[src/hw/coding_pkg.sv]
package coding_pkg;

    // ------------------------------------------------------------
    // widths and depths
    // ------------------------------------------------------------
    localparam int unsigned BYTE_W     = 8;
    localparam int unsigned FIFO_DEPTH = 16;
    localparam int unsigned QUIET_W    = 16;
    localparam int unsigned CNT_W      = 8;

    // ------------------------------------------------------------
    // bit periods in carrier cycles
    // ------------------------------------------------------------
    localparam logic [7:0] BIT_CYC_106 = 8'h80;
    localparam logic [7:0] BIT_CYC_212 = 8'h40;
    localparam logic [7:0] BIT_CYC_424 = 8'h20;
    // carrier/4 gives about 3.39 Mbit/s
    localparam logic [7:0] BIT_CYC_HS  = 8'h04;
    // counter bit that toggles every 8 carrier cycles: carrier/16
    localparam int unsigned SUBC_BIT   = 3;
    localparam logic [3:0] BITS_PAR    = 4'h9;
    localparam logic [3:0] BITS_NOPAR  = 4'h8;

    // ------------------------------------------------------------
    // types
    // ------------------------------------------------------------
    typedef enum logic [1:0] {
        rate_106,
        rate_212,
        rate_424,
        rate_hs
    } rate_t;

    typedef enum logic {
        scheme_a,       // modified miller in, subcarrier reply
        scheme_m        // manchester both ways, no subcarrier
    } scheme_t;

    typedef enum {
        st_target,
        st_quiet,
        st_init,
        st_initiator
    } role_t;

    typedef struct packed {
        rate_t   rate;
        scheme_t scheme;
        logic    active_mode;
    } link_cfg_t;

    typedef struct packed {
        logic [7:0] data;
        logic       parity_err;
    } rx_word_t;

endpackage : coding_pkg

[src/hw/contactless_mode_coding_policy.sv]
`timescale 1ns/1ps

module sync_fifo #(
    parameter int unsigned W     = 8,
    parameter int unsigned DEPTH = 16
) (
    input  wire logic         core_clk,  // clock
    input  wire logic         srst,      // sync reset
    input  wire logic [W-1:0] in_data,   // write word
    input  wire logic         in_valid,  // write request
    output logic              in_ready,  // not full
    output logic [W-1:0]      out_data,  // head word
    output logic              out_valid, // not empty
    input  wire logic         out_ready  // head taken
);
    localparam int unsigned AW = $clog2(DEPTH);

    logic [W-1:0]  mem [DEPTH];
    logic [AW-1:0] wr_q;
    logic [AW-1:0] rd_q;
    logic [AW:0]   cnt_q;
    logic          room_q;
    logic          empty_q;

    wire logic          push   = in_valid && room_q;
    wire logic          pop    = out_ready && !empty_q;
    wire logic [AW:0]   cnt_d  = cnt_q + (AW+1)'(push) - (AW+1)'(pop);

    assign in_ready  = room_q;
    assign out_valid = !empty_q;
    assign out_data  = mem[rd_q];

    always_ff @(posedge core_clk) begin
        if (push) begin
            mem[wr_q] <= in_data;
        end
    end

    always_ff @(posedge core_clk) begin
        if (srst) begin
            wr_q    <= '0;
            rd_q    <= '0;
            cnt_q   <= '0;
            room_q  <= 1'b1;
            empty_q <= 1'b1;
        end else begin
            wr_q    <= wr_q + AW'(push);
            rd_q    <= rd_q + AW'(pop);
            cnt_q   <= cnt_d;
            room_q  <= cnt_d != (AW+1)'(DEPTH);
            empty_q <= cnt_d == '0;
        end
    end
endmodule : sync_fifo

// Overview of operation
// a started transaction runs to its end before another may begin
// bit rate and mode are not changed while a transfer is running
// by default sit in target role with own rf field off
// keep rf level detector running while waiting as target
// become initiator only on explicit request from the controller
// field on only after a whole quiet window with no external field
// after field on, start initialization for selected mode and rate
// card replies use load modulation, 14443a or manchester-only scheme
// 14443a receive decodes modified miller at 128, 64, 32 cycle bits
// 14443a reply on carrier/16 subcarrier, manchester 106, bpsk above
// manchester-only receive decodes manchester at 64 or 32 cycle bits
// manchester-only reply is manchester load modulation at command rate
// generate byte framing with parity and check it on receive; the code does both for 14443a only
// high rate baseband path via external modulator pins
// carrier tick is the crystal reference tick halved
// quiet window length is a configurable carrier cycle count
module contactless_mode_coding_policy (
    input  wire logic                  core_clk,          // 20 mhz clock
    input  wire logic                  srst,              // sync reset
    input  wire coding_pkg::link_cfg_t cfg,               // rate and scheme
    input  wire logic                  card_mode,         // card emulation
    input  wire logic                  initiator_req,     // go initiator
    input  wire logic                  initiator_release, // back to target
    input  wire logic                  txn_done,          // transaction end
    input  wire logic [15:0]           quiet_window,      // carrier cycles
    input  wire logic                  rf_ref_tick,       // reference tick
    input  wire logic                  field_detect,      // external field
    input  wire logic                  rx_frame,          // command present
    input  wire logic                  rx_env,            // 0 = pause
    input  wire logic                  ext_demod_data_in, // hs baseband in
    input  wire logic [7:0]            tx_data,           // reply byte
    input  wire logic                  tx_valid,          // reply byte valid
    output logic                       tx_ready,          // fifo has room
    output coding_pkg::rx_word_t       rx_word,           // received byte
    output logic                       rx_word_valid,     // byte strobe
    output logic                       rf_field_on,       // own field
    output logic                       level_det_en,      // detector on
    output logic                       initiator_role,    // role flag
    output logic                       init_start,        // init pulse
    output coding_pkg::link_cfg_t      init_cfg,          // init settings
    output logic                       load_mod,          // load modulation
    output logic                       ext_mod_data_out,  // hs baseband out
    output logic                       busy               // transfer running
);
    // ------------------------------------------------------------
    // carrier enable and configuration
    // ------------------------------------------------------------
    coding_pkg::role_t     role_q;
    coding_pkg::link_cfg_t cfg_q;
    logic                  car_ph_q;
    logic                  txn_q;
    logic                  busy_q;
    logic                  tx_act_q;

    // carrier halved
    wire logic car_tick = rf_ref_tick && car_ph_q;

    wire logic [7:0] bit_cyc =
        (cfg_q.rate == coding_pkg::rate_106) ? coding_pkg::BIT_CYC_106 :
        (cfg_q.rate == coding_pkg::rate_212) ? coding_pkg::BIT_CYC_212 :
        (cfg_q.rate == coding_pkg::rate_424) ? coding_pkg::BIT_CYC_424 :
                                               coding_pkg::BIT_CYC_HS;
    wire logic [7:0] half_cyc = {1'b0, bit_cyc[7:1]};
    wire logic       is_hs    = cfg_q.rate == coding_pkg::rate_hs;
    wire logic       is_a     = cfg_q.scheme == coding_pkg::scheme_a;

    always_ff @(posedge core_clk) begin
        if (srst) begin
            car_ph_q <= 1'b0;
            cfg_q    <= '0;
            busy_q   <= 1'b0;
        end else begin
            if (rf_ref_tick) begin
                car_ph_q <= !car_ph_q;
            end
            // rate frozen mid transfer
            if (!busy_q) begin
                cfg_q <= cfg;
            end
            busy_q <= rx_frame || tx_act_q || txn_q;
        end
    end
    assign busy = busy_q;

    // ------------------------------------------------------------
    // start-up policy
    // ------------------------------------------------------------
    logic [15:0] quiet_cnt_q;
    logic        field_on_q;
    logic        init_q;
    wire logic   quiet_done = quiet_cnt_q >= quiet_window;

    always_ff @(posedge core_clk) begin
        if (srst) begin
            // target with field off
            role_q      <= coding_pkg::st_target;
            quiet_cnt_q <= '0;
            field_on_q  <= 1'b0;
            init_q      <= 1'b0;
            txn_q       <= 1'b0;
        end else begin
            init_q <= 1'b0;
            if (txn_done) begin
                txn_q <= 1'b0;
            end
            case (role_q)
                coding_pkg::st_target: begin
                    quiet_cnt_q <= '0;
                    // only on request
                    if (initiator_req && !card_mode && !busy_q) begin
                        role_q <= coding_pkg::st_quiet;
                    end
                end
                coding_pkg::st_quiet: begin
                    // any field restarts window
                    if (field_detect) begin
                        quiet_cnt_q <= '0;
                    end else if (quiet_done) begin
                        role_q <= coding_pkg::st_init;
                    end else if (car_tick) begin
                        // counted in carrier cycles
                        quiet_cnt_q <= quiet_cnt_q + 16'h0001;
                    end
                    if (initiator_release) begin
                        role_q <= coding_pkg::st_target;
                    end
                end
                coding_pkg::st_init: begin
                    // last look before switching on
                    if (field_detect) begin
                        quiet_cnt_q <= '0;
                        role_q      <= coding_pkg::st_quiet;
                    end else begin
                        // init with selected mode
                        field_on_q <= 1'b1;
                        init_q     <= 1'b1;
                        txn_q      <= 1'b1;
                        role_q     <= coding_pkg::st_initiator;
                    end
                end
                coding_pkg::st_initiator: begin
                    // release waits for transaction end
                    if (initiator_release && !txn_q) begin
                        field_on_q <= 1'b0;
                        role_q     <= coding_pkg::st_target;
                    end
                end
                default: role_q <= coding_pkg::st_target;
            endcase
        end
    end

    always_ff @(posedge core_clk) begin
        if (srst) begin
            rf_field_on    <= 1'b0;
            level_det_en   <= 1'b1;
            initiator_role <= 1'b0;
            init_start     <= 1'b0;
            init_cfg       <= '0;
        end else begin
            rf_field_on    <= field_on_q;
            // detector stays on unless own field is up
            level_det_en   <= !field_on_q;
            initiator_role <= role_q == coding_pkg::st_initiator;
            init_start     <= init_q;
            if (init_q) begin
                init_cfg <= cfg_q;
            end
        end
    end

    // ------------------------------------------------------------
    // receive decoder
    // ------------------------------------------------------------
    logic [7:0] rx_cnt_q;
    logic       pause_lo_q;
    logic       pause_hi_q;
    logic [8:0] rx_sh_q;
    logic [3:0] rx_bits_q;
    // external demodulator at high rate
    wire logic  env        = is_hs ? ext_demod_data_in : rx_env;
    wire logic  rx_second  = rx_cnt_q >= half_cyc;
    wire logic  rx_bit_end = car_tick && (rx_cnt_q == bit_cyc - 8'h01);
    wire logic  pause_hi   = pause_hi_q || (rx_second && !env);
    // miller, pause in second half is one
    // manchester, modulated first half is one
    wire logic  rx_bit     = is_a ? pause_hi : pause_lo_q;
    wire logic [3:0] frame_bits = is_a ? coding_pkg::BITS_PAR
                                       : coding_pkg::BITS_NOPAR;
    wire logic [8:0] rx_sh_d = is_a ? {rx_bit, rx_sh_q[8:1]}
                                    : {1'b0, rx_bit, rx_sh_q[7:1]};

    always_ff @(posedge core_clk) begin
        if (srst || !rx_frame) begin
            rx_cnt_q   <= '0;
            pause_lo_q <= 1'b0;
            pause_hi_q <= 1'b0;
            rx_bits_q  <= '0;
            rx_sh_q    <= '0;
        end else if (car_tick) begin
            if (rx_bit_end) begin
                rx_cnt_q   <= '0;
                pause_lo_q <= 1'b0;
                pause_hi_q <= 1'b0;
                rx_sh_q    <= rx_sh_d;
                rx_bits_q  <= (rx_bits_q + 4'h1 == frame_bits)
                              ? 4'h0 : rx_bits_q + 4'h1;
            end else begin
                rx_cnt_q   <= rx_cnt_q + 8'h01;
                pause_lo_q <= pause_lo_q || (!rx_second && !env);
                pause_hi_q <= pause_hi;
            end
        end
    end

    wire logic rx_byte_end = rx_frame && rx_bit_end
                             && (rx_bits_q + 4'h1 == frame_bits);

    always_ff @(posedge core_clk) begin
        if (srst) begin
            rx_word       <= '0;
            rx_word_valid <= 1'b0;
        end else begin
            rx_word_valid <= rx_byte_end;
            if (rx_byte_end) begin
                rx_word.data       <= rx_sh_d[7:0];
                // odd parity check
                rx_word.parity_err <= is_a && !(^rx_sh_d);
            end
        end
    end

    // ------------------------------------------------------------
    // reply fifo and encoder
    // ------------------------------------------------------------
    logic [7:0] fifo_data;
    logic       fifo_valid;
    logic [7:0] tx_cnt_q;
    logic [8:0] tx_sh_q;
    logic [3:0] tx_bits_q;

    wire logic tx_ok     = (card_mode || initiator_role) && !rx_frame;
    wire logic tx_bit_end = car_tick && (tx_cnt_q == bit_cyc - 8'h01);
    wire logic tx_last   = tx_bits_q == 4'h1;
    wire logic tx_load   = fifo_valid && tx_ok
                           && (!tx_act_q || (tx_bit_end && tx_last));
    wire logic tx_second = tx_cnt_q >= half_cyc;
    wire logic subc      = tx_cnt_q[coding_pkg::SUBC_BIT];
    wire logic tx_bit    = tx_sh_q[0];

    // reply scheme select
    // manchester on subcarrier at 106, bpsk above
    // plain manchester at command rate
    wire logic lm_d =
        !tx_act_q                              ? 1'b0 :
        !is_a                                  ? tx_bit ^ tx_second :
        (cfg_q.rate == coding_pkg::rate_106)   ? subc && (tx_bit ^ tx_second)
                                               : subc ^ !tx_bit;

    sync_fifo #(
        .W     (coding_pkg::BYTE_W),
        .DEPTH (coding_pkg::FIFO_DEPTH)
    ) u_reply_fifo (
        .core_clk  (core_clk),
        .srst      (srst),
        .in_data   (tx_data),
        .in_valid  (tx_valid),
        .in_ready  (tx_ready),
        .out_data  (fifo_data),
        .out_valid (fifo_valid),
        .out_ready (tx_load)
    );

    always_ff @(posedge core_clk) begin
        if (srst) begin
            tx_act_q  <= 1'b0;
            tx_cnt_q  <= '0;
            tx_sh_q   <= '0;
            tx_bits_q <= '0;
        end else if (tx_load) begin
            // odd parity framing
            tx_act_q  <= 1'b1;
            tx_cnt_q  <= '0;
            tx_sh_q   <= {~^fifo_data, fifo_data};
            tx_bits_q <= frame_bits;
        end else if (tx_bit_end && tx_act_q) begin
            tx_cnt_q  <= '0;
            tx_sh_q   <= {1'b0, tx_sh_q[8:1]};
            tx_bits_q <= tx_bits_q - 4'h1;
            tx_act_q  <= !tx_last;
        end else if (car_tick && tx_act_q) begin
            tx_cnt_q <= tx_cnt_q + 8'h01;
        end
    end

    always_ff @(posedge core_clk) begin
        if (srst) begin
            load_mod         <= 1'b0;
            ext_mod_data_out <= 1'b0;
        end else begin
            load_mod         <= !is_hs && lm_d;
            // baseband to external modulator
            ext_mod_data_out <= is_hs && tx_act_q && (tx_bit ^ tx_second);
        end
    end
endmodule : contactless_mode_coding_policy

[config.mk]
export PLATFORM = sky130hd
export DESIGN_NAME = contactless_mode_coding_policy
export DESIGN_NICKNAME = d
export VERILOG_FILES = /design/src/hw/coding_pkg.sv /design/src/hw/contactless_mode_coding_policy.sv
export SDC_FILE = /design/constraint.sdc
export NUM_CORES = 1
export LEC_CHECK = 0
export BUFFER_PORTS_ARGS = -buffer_cell sky130_fd_sc_hd__buf_2
export CORE_MARGIN = 10
export CORE_UTILIZATION = 25
export CTS_CLUSTER_SIZE = 24
export DETAILED_ROUTE_END_ITERATION = 10
export PLACE_DENSITY = 0.46
export SKIP_LAST_GASP = 1
export SLEW_MARGIN = 40
export SYNTH_ARGS = -nofsm -noshare
export SYNTH_HDL_FRONTEND = slang
export SYNTH_HIERARCHICAL = 1
export SYNTH_SLANG_ARGS = --single-unit
[constraint.sdc]
create_clock -name core_clk -period 5.2 [get_ports core_clk]
set_clock_uncertainty 0.2 [all_clocks]
set_input_delay 1.04 -clock core_clk [delete_from_list [all_inputs] [get_ports core_clk]]
set_output_delay 1.04 -clock core_clk [all_outputs]
set_load 0.005 [all_outputs]
## After elaboration in Yosys (flattened, before gate mapping)

Memory sizes are Yosys's and may differ from the RTL's. A register that Yosys moved wholly into a read port is not among the register bits.
Cells that the tools add are included.

| storage, ports and cells | value |
|---|---|
| memory bits (writable) | 128 |
| logic and storage cells | 174 |
| memories kept | 1 |
| bits of input ports | 40 |
| output and inout port bits | 22 |
| register bits after elaboration | 137 |

| operators by class | value |
|---|---|
| order comparisons | 3 |
| mux-type cells | 42 |
| bitwise operators | 4 |
| $add $sub $neg | 10 |
| eq/ne operators | 20 |
| reduce and logical (&&, ||, !) cells | 58 |

Memories:

| memory | depth | bits a word | read ports | clocked after memory_dff | wr ports | line | source |
|---|---|---|---|---|---|---|---|
| u_reply_fifo.mem | 16 | 8 | 1 | 1 | 1 | contactless_mode_coding_policy.sv:18 | `logic [W-1:0] mem [DEPTH];` |

Operators by type and width:

| cell | number |
|---|---|
| 32-bit two-way mux | 5 |
| 32-bit case mux with 4 select lines | 1 |
| 32-bit by 2-bit equality test with 1-bit output, second input constant | 2 |
| 16-bit two-way mux | 4 |
| 16-bit case mux with 3 select lines | 1 |
| 32-bit by 1-bit equality test with 1-bit output, second input constant | 1 |
| 32-bit by 3-bit equality test with 1-bit output, second input constant | 1 |
| 32-bit zero test | 1 |
| 9-bit two-way mux | 3 |
| 1-bit logical AND | 23 |
| 1-bit two-way mux | 18 |
| 16-bit by 1-bit adder with 16-bit output, second input constant | 1 |
| 8-bit by 1-bit adder with 8-bit output, second input constant | 2 |
| 8-bit equality test | 2 |
| 16-bit >= comparator | 1 |
| 8-bit by 7-bit >= comparator with 1-bit output | 2 |
| 4-bit two-way mux | 4 |
| 8-bit two-way mux | 2 |
| 1-bit zero test | 14 |
| 3-bit inequality test, second input constant | 4 |
| 9-bit XOR reduction | 1 |
| 4-bit by 1-bit adder with 4-bit output | 2 |
| 2-bit inequality test, second input constant | 4 |
| 4-bit AND reduction | 2 |
| 26 further kinds | 36 |

## Longest topological paths before layout

| logic depth | value |
|---|---|
| word-level depth | 13 |
| gate-level depth with buffers | 16 |
| gate-level depth less buffers | 13 |

## By module

Netlist, hierarchy kept.

Modules (own cells, without submodules):

| module | cells an instance | times used | seq. area each (um^2) | area an instance (um^2) |
|---|---|---|---|---|
| sync_fifo | 291 | 1 | 4144.0 | 5644.2 |
| contactless_mode_coding_policy | 540 | 1 | 1821.7 | 4685.7 |

## Worst setup path before layout

No wires, ideal clock.

| timing path | value |
|---|---|
| kind | input to register |
| start | input rf_ref_tick |
| end | register u_reply_fifo.empty_q |
| required time | 4884 ps |
| setup time | 116 ps |
| path buffers | 2 |
| arrival | 3794 ps |
| stages | 15 |
| slack | 1089 ps |
| cells stage by stage | nand2_1 nor4b_1 nand3_1 o21ai_1 nor2b_1 buf_2 buf_4 nor2b_1 xnor2_1 ha_1 fa_1 a21o_1 a21oi_1 xnor2_1 a41o_1 |

| on the way | value |
|---|---|
| cells in the longest elaborated chain, start to end | 8 |

RTL lines:

| what | line | source |
|---|---|---|
| start: declaration | contactless_mode_coding_policy.sv:82 | `input wire logic rf_ref_tick,` |
| 1-bit logical AND | contactless_mode_coding_policy.sv:112 | `wire logic car_tick = rf_ref_tick && car_ph_q;` |
| 1-bit logical AND | contactless_mode_coding_policy.sv:299 | `wire logic tx_bit_end = car_tick && (tx_cnt_q == bit_cyc - 8'h01);` |
| 1-bit logical AND | contactless_mode_coding_policy.sv:302 | `&& (!tx_act_q \|\| (tx_bit_end && tx_last));` |
| 1-bit logical OR | contactless_mode_coding_policy.sv:302 |  |
| 1-bit logical AND | contactless_mode_coding_policy.sv:302 |  |
| net tx_load | contactless_mode_coding_policy.sv:301 | `wire logic tx_load = fifo_valid && tx_ok` |
| 1-bit logical AND | contactless_mode_coding_policy.sv:26 | `wire logic pop = out_ready && !empty_q;` |
| 5-bit by 1-bit subtractor with 5-bit output | contactless_mode_coding_policy.sv:27 | `wire logic [AW:0] cnt_d = cnt_q + (AW+1)'(push) - (AW+1)'(pop);` |
| 5-bit zero test | contactless_mode_coding_policy.sv:51 | `empty_q <= cnt_d == '0;` |
| end signal: assignment | contactless_mode_coding_policy.sv:45 | `empty_q <= 1'b1;` |
| end signal: assignment | contactless_mode_coding_policy.sv:51 |  |
| end: declaration | contactless_mode_coding_policy.sv:23 | `logic empty_q;` |

The timed path passes the listed nets, and every way through them passes these cells.
A chain may end at the register's enable or synchronous reset.

## Final worst setup path

| timing path | value |
|---|---|
| start | register cfg_q[3] (netlist name) |
| end | register u_reply_fifo.room_q, in the netlist u_reply_fifo/in_ready |

| on the way | value |
|---|---|
| cells in the longest elaborated chain, start to end | 13 |
| elaborated cells on any way between the ends | 15 |
| those cells by class | 2 x add/sub; 4 x eq/ne; 3 x mux; 6 x reduce/logical |

RTL lines:

| what | line | source |
|---|---|---|
| start: declaration | contactless_mode_coding_policy.sv:105 | `coding_pkg::link_cfg_t cfg_q;` |
| start signal: assignment | contactless_mode_coding_policy.sv:134 | `cfg_q <= cfg;` |
| 2-bit equality test | contactless_mode_coding_policy.sv:117 | `(cfg_q.rate == coding_pkg::rate_424) ? coding_pkg::BIT_CYC_424 :` |
| 6-bit two-way mux | contactless_mode_coding_policy.sv:117 |  |
| 7-bit two-way mux | contactless_mode_coding_policy.sv:116 | `(cfg_q.rate == coding_pkg::rate_212) ? coding_pkg::BIT_CYC_212 :` |
| 8-bit two-way mux (*) | contactless_mode_coding_policy.sv:115 | `(cfg_q.rate == coding_pkg::rate_106) ? coding_pkg::BIT_CYC_106 :` |
| 8-bit by 1-bit subtractor with 8-bit output (*) | contactless_mode_coding_policy.sv:299 |  |
| 8-bit equality test (*) | contactless_mode_coding_policy.sv:299 |  |
| 1-bit logical AND (*) | contactless_mode_coding_policy.sv:299 |  |
| 1-bit logical AND (*) | contactless_mode_coding_policy.sv:302 |  |
| 1-bit logical OR (*) | contactless_mode_coding_policy.sv:302 |  |
| 1-bit logical AND (*) | contactless_mode_coding_policy.sv:302 |  |
| 1-bit logical AND (*) | contactless_mode_coding_policy.sv:26 |  |
| 5-bit by 1-bit subtractor with 5-bit output (*) | contactless_mode_coding_policy.sv:27 |  |
| 5-bit inequality test (*) | contactless_mode_coding_policy.sv:50 | `room_q <= cnt_d != (AW+1)'(DEPTH);` |
| end signal: assignment | contactless_mode_coding_policy.sv:50 |  |
| end: declaration | contactless_mode_coding_policy.sv:22 | `logic room_q;` |

Every way passes the cells marked *; elsewhere a longest branch is shown, timed or not.

==> results_dict.tcl <==
set metrics [dict create \
    grt_max_degree 61 \
    die-width_um 223 \
    syn_area_sq_um 10300 \
    cts_sinks 234 \
    clk_latency_ps 540 \
    first_pass_iters 6 \
    hp-class "register to register" \
    num_vias 6341 \
    drtAntennaViolNets 0 \
    drive_gt1_frac 0.162 \
    gp_congestion 0.773 \
    finalHoldViolCount 0 \
    layout_commonest_cell "edfxtp_1" \
    regToRegStartpoint "cfg_q[3]" \
    synth.distinct_cells 61 \
    diodes 0 \
    hpwl_um 15600 \
    tightest_slew_ps 831 \
    grt_usage 0.0900 \
    rows 74 \
    final_cells 1444 \
    slew_headroom 0.444 \
    grt_use_met2 0.151 \
    fin_crit_sh 0.730 \
    htreeDepth 1 \
    routed_wl_um 22900 \
    fmax_mhz 263 \
    cp_cell_sequence "and2_1 -> mux2_2 -> nand3_1 -> o21ai_1 -> nor2b_1 -> nor2b_1 -> buf_4 -> xnor2_1 -> ha_1 -> fa_1 -> a21o_1 -> a21oi_1 -> xnor2_1 -> nand4bb_1" \
    grt_pass1_vias 6524 \
    cts_tree "yes" \
    synthCells 831 \
    critPathMaxStageDelay_ps 620 \
    start_kind "register" \
    grtUsageMet3 0.0199 \
    synth_ff_type "edfxtp_1" \
    endpoint_kind "register" \
    grt_setup_unrepaired "no" \
    viasPerCell 4.39 \
    cp.required_ps 5400 \
    antenna_found_initial 1 \
    synth-seq-cells 234 \
    port_buffers 61 \
    path_max_fanout 12 \
    cap_violations 0 \
    cts.clk_slew.worst_paths_ps 60 \
    min_period_ps 3800 \
    die_area_sq_um 49800 \
    synth_edf_count 128 \
    leakage_nw 4.37 \
    fill_cells 4140 \
    ctsResizeCount 0 \
    synthToLayoutAreaGrowth_pct 16.7 \
    syn_nets 909 \
    die_h_um 223 \
    syn_avg_cell_area_sq_um 12.4 \
    hp-start "field_on_q" \
    setup_viol 0 \
    wl_per_cell_um 15.9 \
    cp_slowest_cell "dfxtp_1" \
    worst-setup-path-type "register to register" \
    drt_drc_violations_left 0 \
    nNetsFinal 970 \
    vdd_drop_max_uv 238 \
    placed_cells 1396 \
    use_met1 0.116 \
    r2r_slack_ps 1400 \
    yosys_warnings 6 \
    io_pins 62 \
    worstPathArrival_ps 4000 \
    post_cts_buffers 0 \
    final_cell_mix "128 x edfxtp_1, 104 x dfxtp_1, 93 x nor2_1" \
    r2r_end "u_reply_fifo/in_ready" \
    initial_utilization 0.253 \
    place_area_sq_um 11200 \
    fin_tns_setup_ps 0 \
    whs_ps 230 \
    hold_end "level_det_en" \
    numCtsBuffers 26 \
    drv_slew 0 \
    min_path_cells 1 \
    final_util 0.295 \
    design_area_sq_um 12100 \
    synth_async_sr_flop_share 0 \
    power_density_nw_per_um2 369 \
    core_sq_um 40800 \
    dr.first_iter.drc_count 252 \
    ys_seq_area_frac 0.578 \
    root_buffer "clkbuf_16" \
    globalRoute.totalOverflow 0 \
    clockBufferDepth 3 \
    status "finished, final reports clean" \
    busiest_layer "met2" \
    reg2reg_depth 14 \
    cts_hold_buf 0 \
    grt_pass1_wl_um 36400 \
]
sequential cells by signal (all words and copies together), names as in the netlist, 2 cells and up:
| register | cells |
|---|---|
| u_reply_fifo/wr_q | 4 |
| rx_word | 9 |
| rx_bits_q | 4 |
| quiet_cnt_q | 16 |
| u_reply_fifo/mem | 128 |
| tx_sh_q | 9 |
| role_q | 2 |
| rx_cnt_q | 8 |
| init_cfg | 4 |
| u_reply_fifo/cnt_q | 5 |
| rx_sh_q | 8 |
| tx_bits_q | 4 |
| tx_cnt_q | 8 |
| u_reply_fifo/rd_q | 4 |
| cfg_q | 4 |
per-stage QoR:
stage | worst slack (ps) | power [mW]
floorplan | 1090 | 2.53
global placement | 1050 | 2.67
detailed placement | 1060 | 2.67
CTS | 1350 | 4.53
global route | 1130 | 4.66
finish | 1400 | 4.45
layer usage:
layer | vias to the layer above | share of wire
met5 | - | 0.00031
met4 | 2 | 0.019
met3 | 38 | 0.041
met2 | 87 | 0.48
met1 | 3028 | 0.46
li1 | 3186 | -
cell type report:
class                           instances  area (sq um)  share of cell area
Clock buffer                           32           694              0.0576
Clock inverter                         16           153              0.0127
Inverter                               37           139              0.0115
Tap cell                              532           666              0.0552
Sequential cell                       234          5970               0.495
Timing Repair Buffer                   72           388              0.0322
Multi-Input combinational cell        521          4040               0.335
power by group:
| part | switching, mW | internal [mW] |
|---|---|---|
| registers | 0.0654 | 2.04 |
| clock network | 0.729 | 1.09 |
| logic | 0.278 | 0.247 |
| total | 1.07 | 3.38 |
cells in the mapped netlist (18+ instances only):
cell type	number	area, sq um
edfxtp_1	128	3840
dfxtp_1	106	2120
nor2_1	100	375
nand2_1	42	158
a21oi_1	38	190
ha_1	37	463
inv_1	37	139
mux2i_1	29	290
xnor2_1	28	245
xor2_1	23	201
clkbuf_1	20	75.1
mux4_2	20	450
nand3_1	18	90.1
o21ai_0	18	90.1
how the worst max path moves through the flow:
stage	startpoint	cells past startpoint	slack, ps	end
global route	cfg_q[3]	14	1130	u_reply_fifo/in_ready
global placement	rf_ref_tick	15	1050	u_reply_fifo/empty_q
finish	cfg_q[3]	14	1400	u_reply_fifo/in_ready
CTS	cfg_q[3]	14	1350	u_reply_fifo/in_ready
floorplan	rf_ref_tick	15	1090	u_reply_fifo/empty_q
detailed placement	rf_ref_tick	15	1060	u_reply_fifo/in_ready
worst max-delay path: cells and delay by family (launching register included):
family	cells	cell delay (ps)
AND/OR/NAND/NOR	5	1010
flip-flops	1	620
adder cells (fa/ha/maj)	2	620
AO/OA/AOI/OAI	3	430
multiplexers	1	390
XOR/XNOR	2	240
buffers and inverters	1	150
logic make-up after synthesis:
logic type | count (synthesis) | synth area share
DFF | 234 | 0.578
adders and majority gates | 38 | 0.0468
xor gates and xnor gates | 51 | 0.0432
muxes | 67 | 0.109
buffers and inverters | 76 | 0.0334
AOI/OAI and AO/OA | 107 | 0.0665
and+or+nand+nor | 258 | 0.124
No activity file was read; power rests on OpenSTA's default activity.
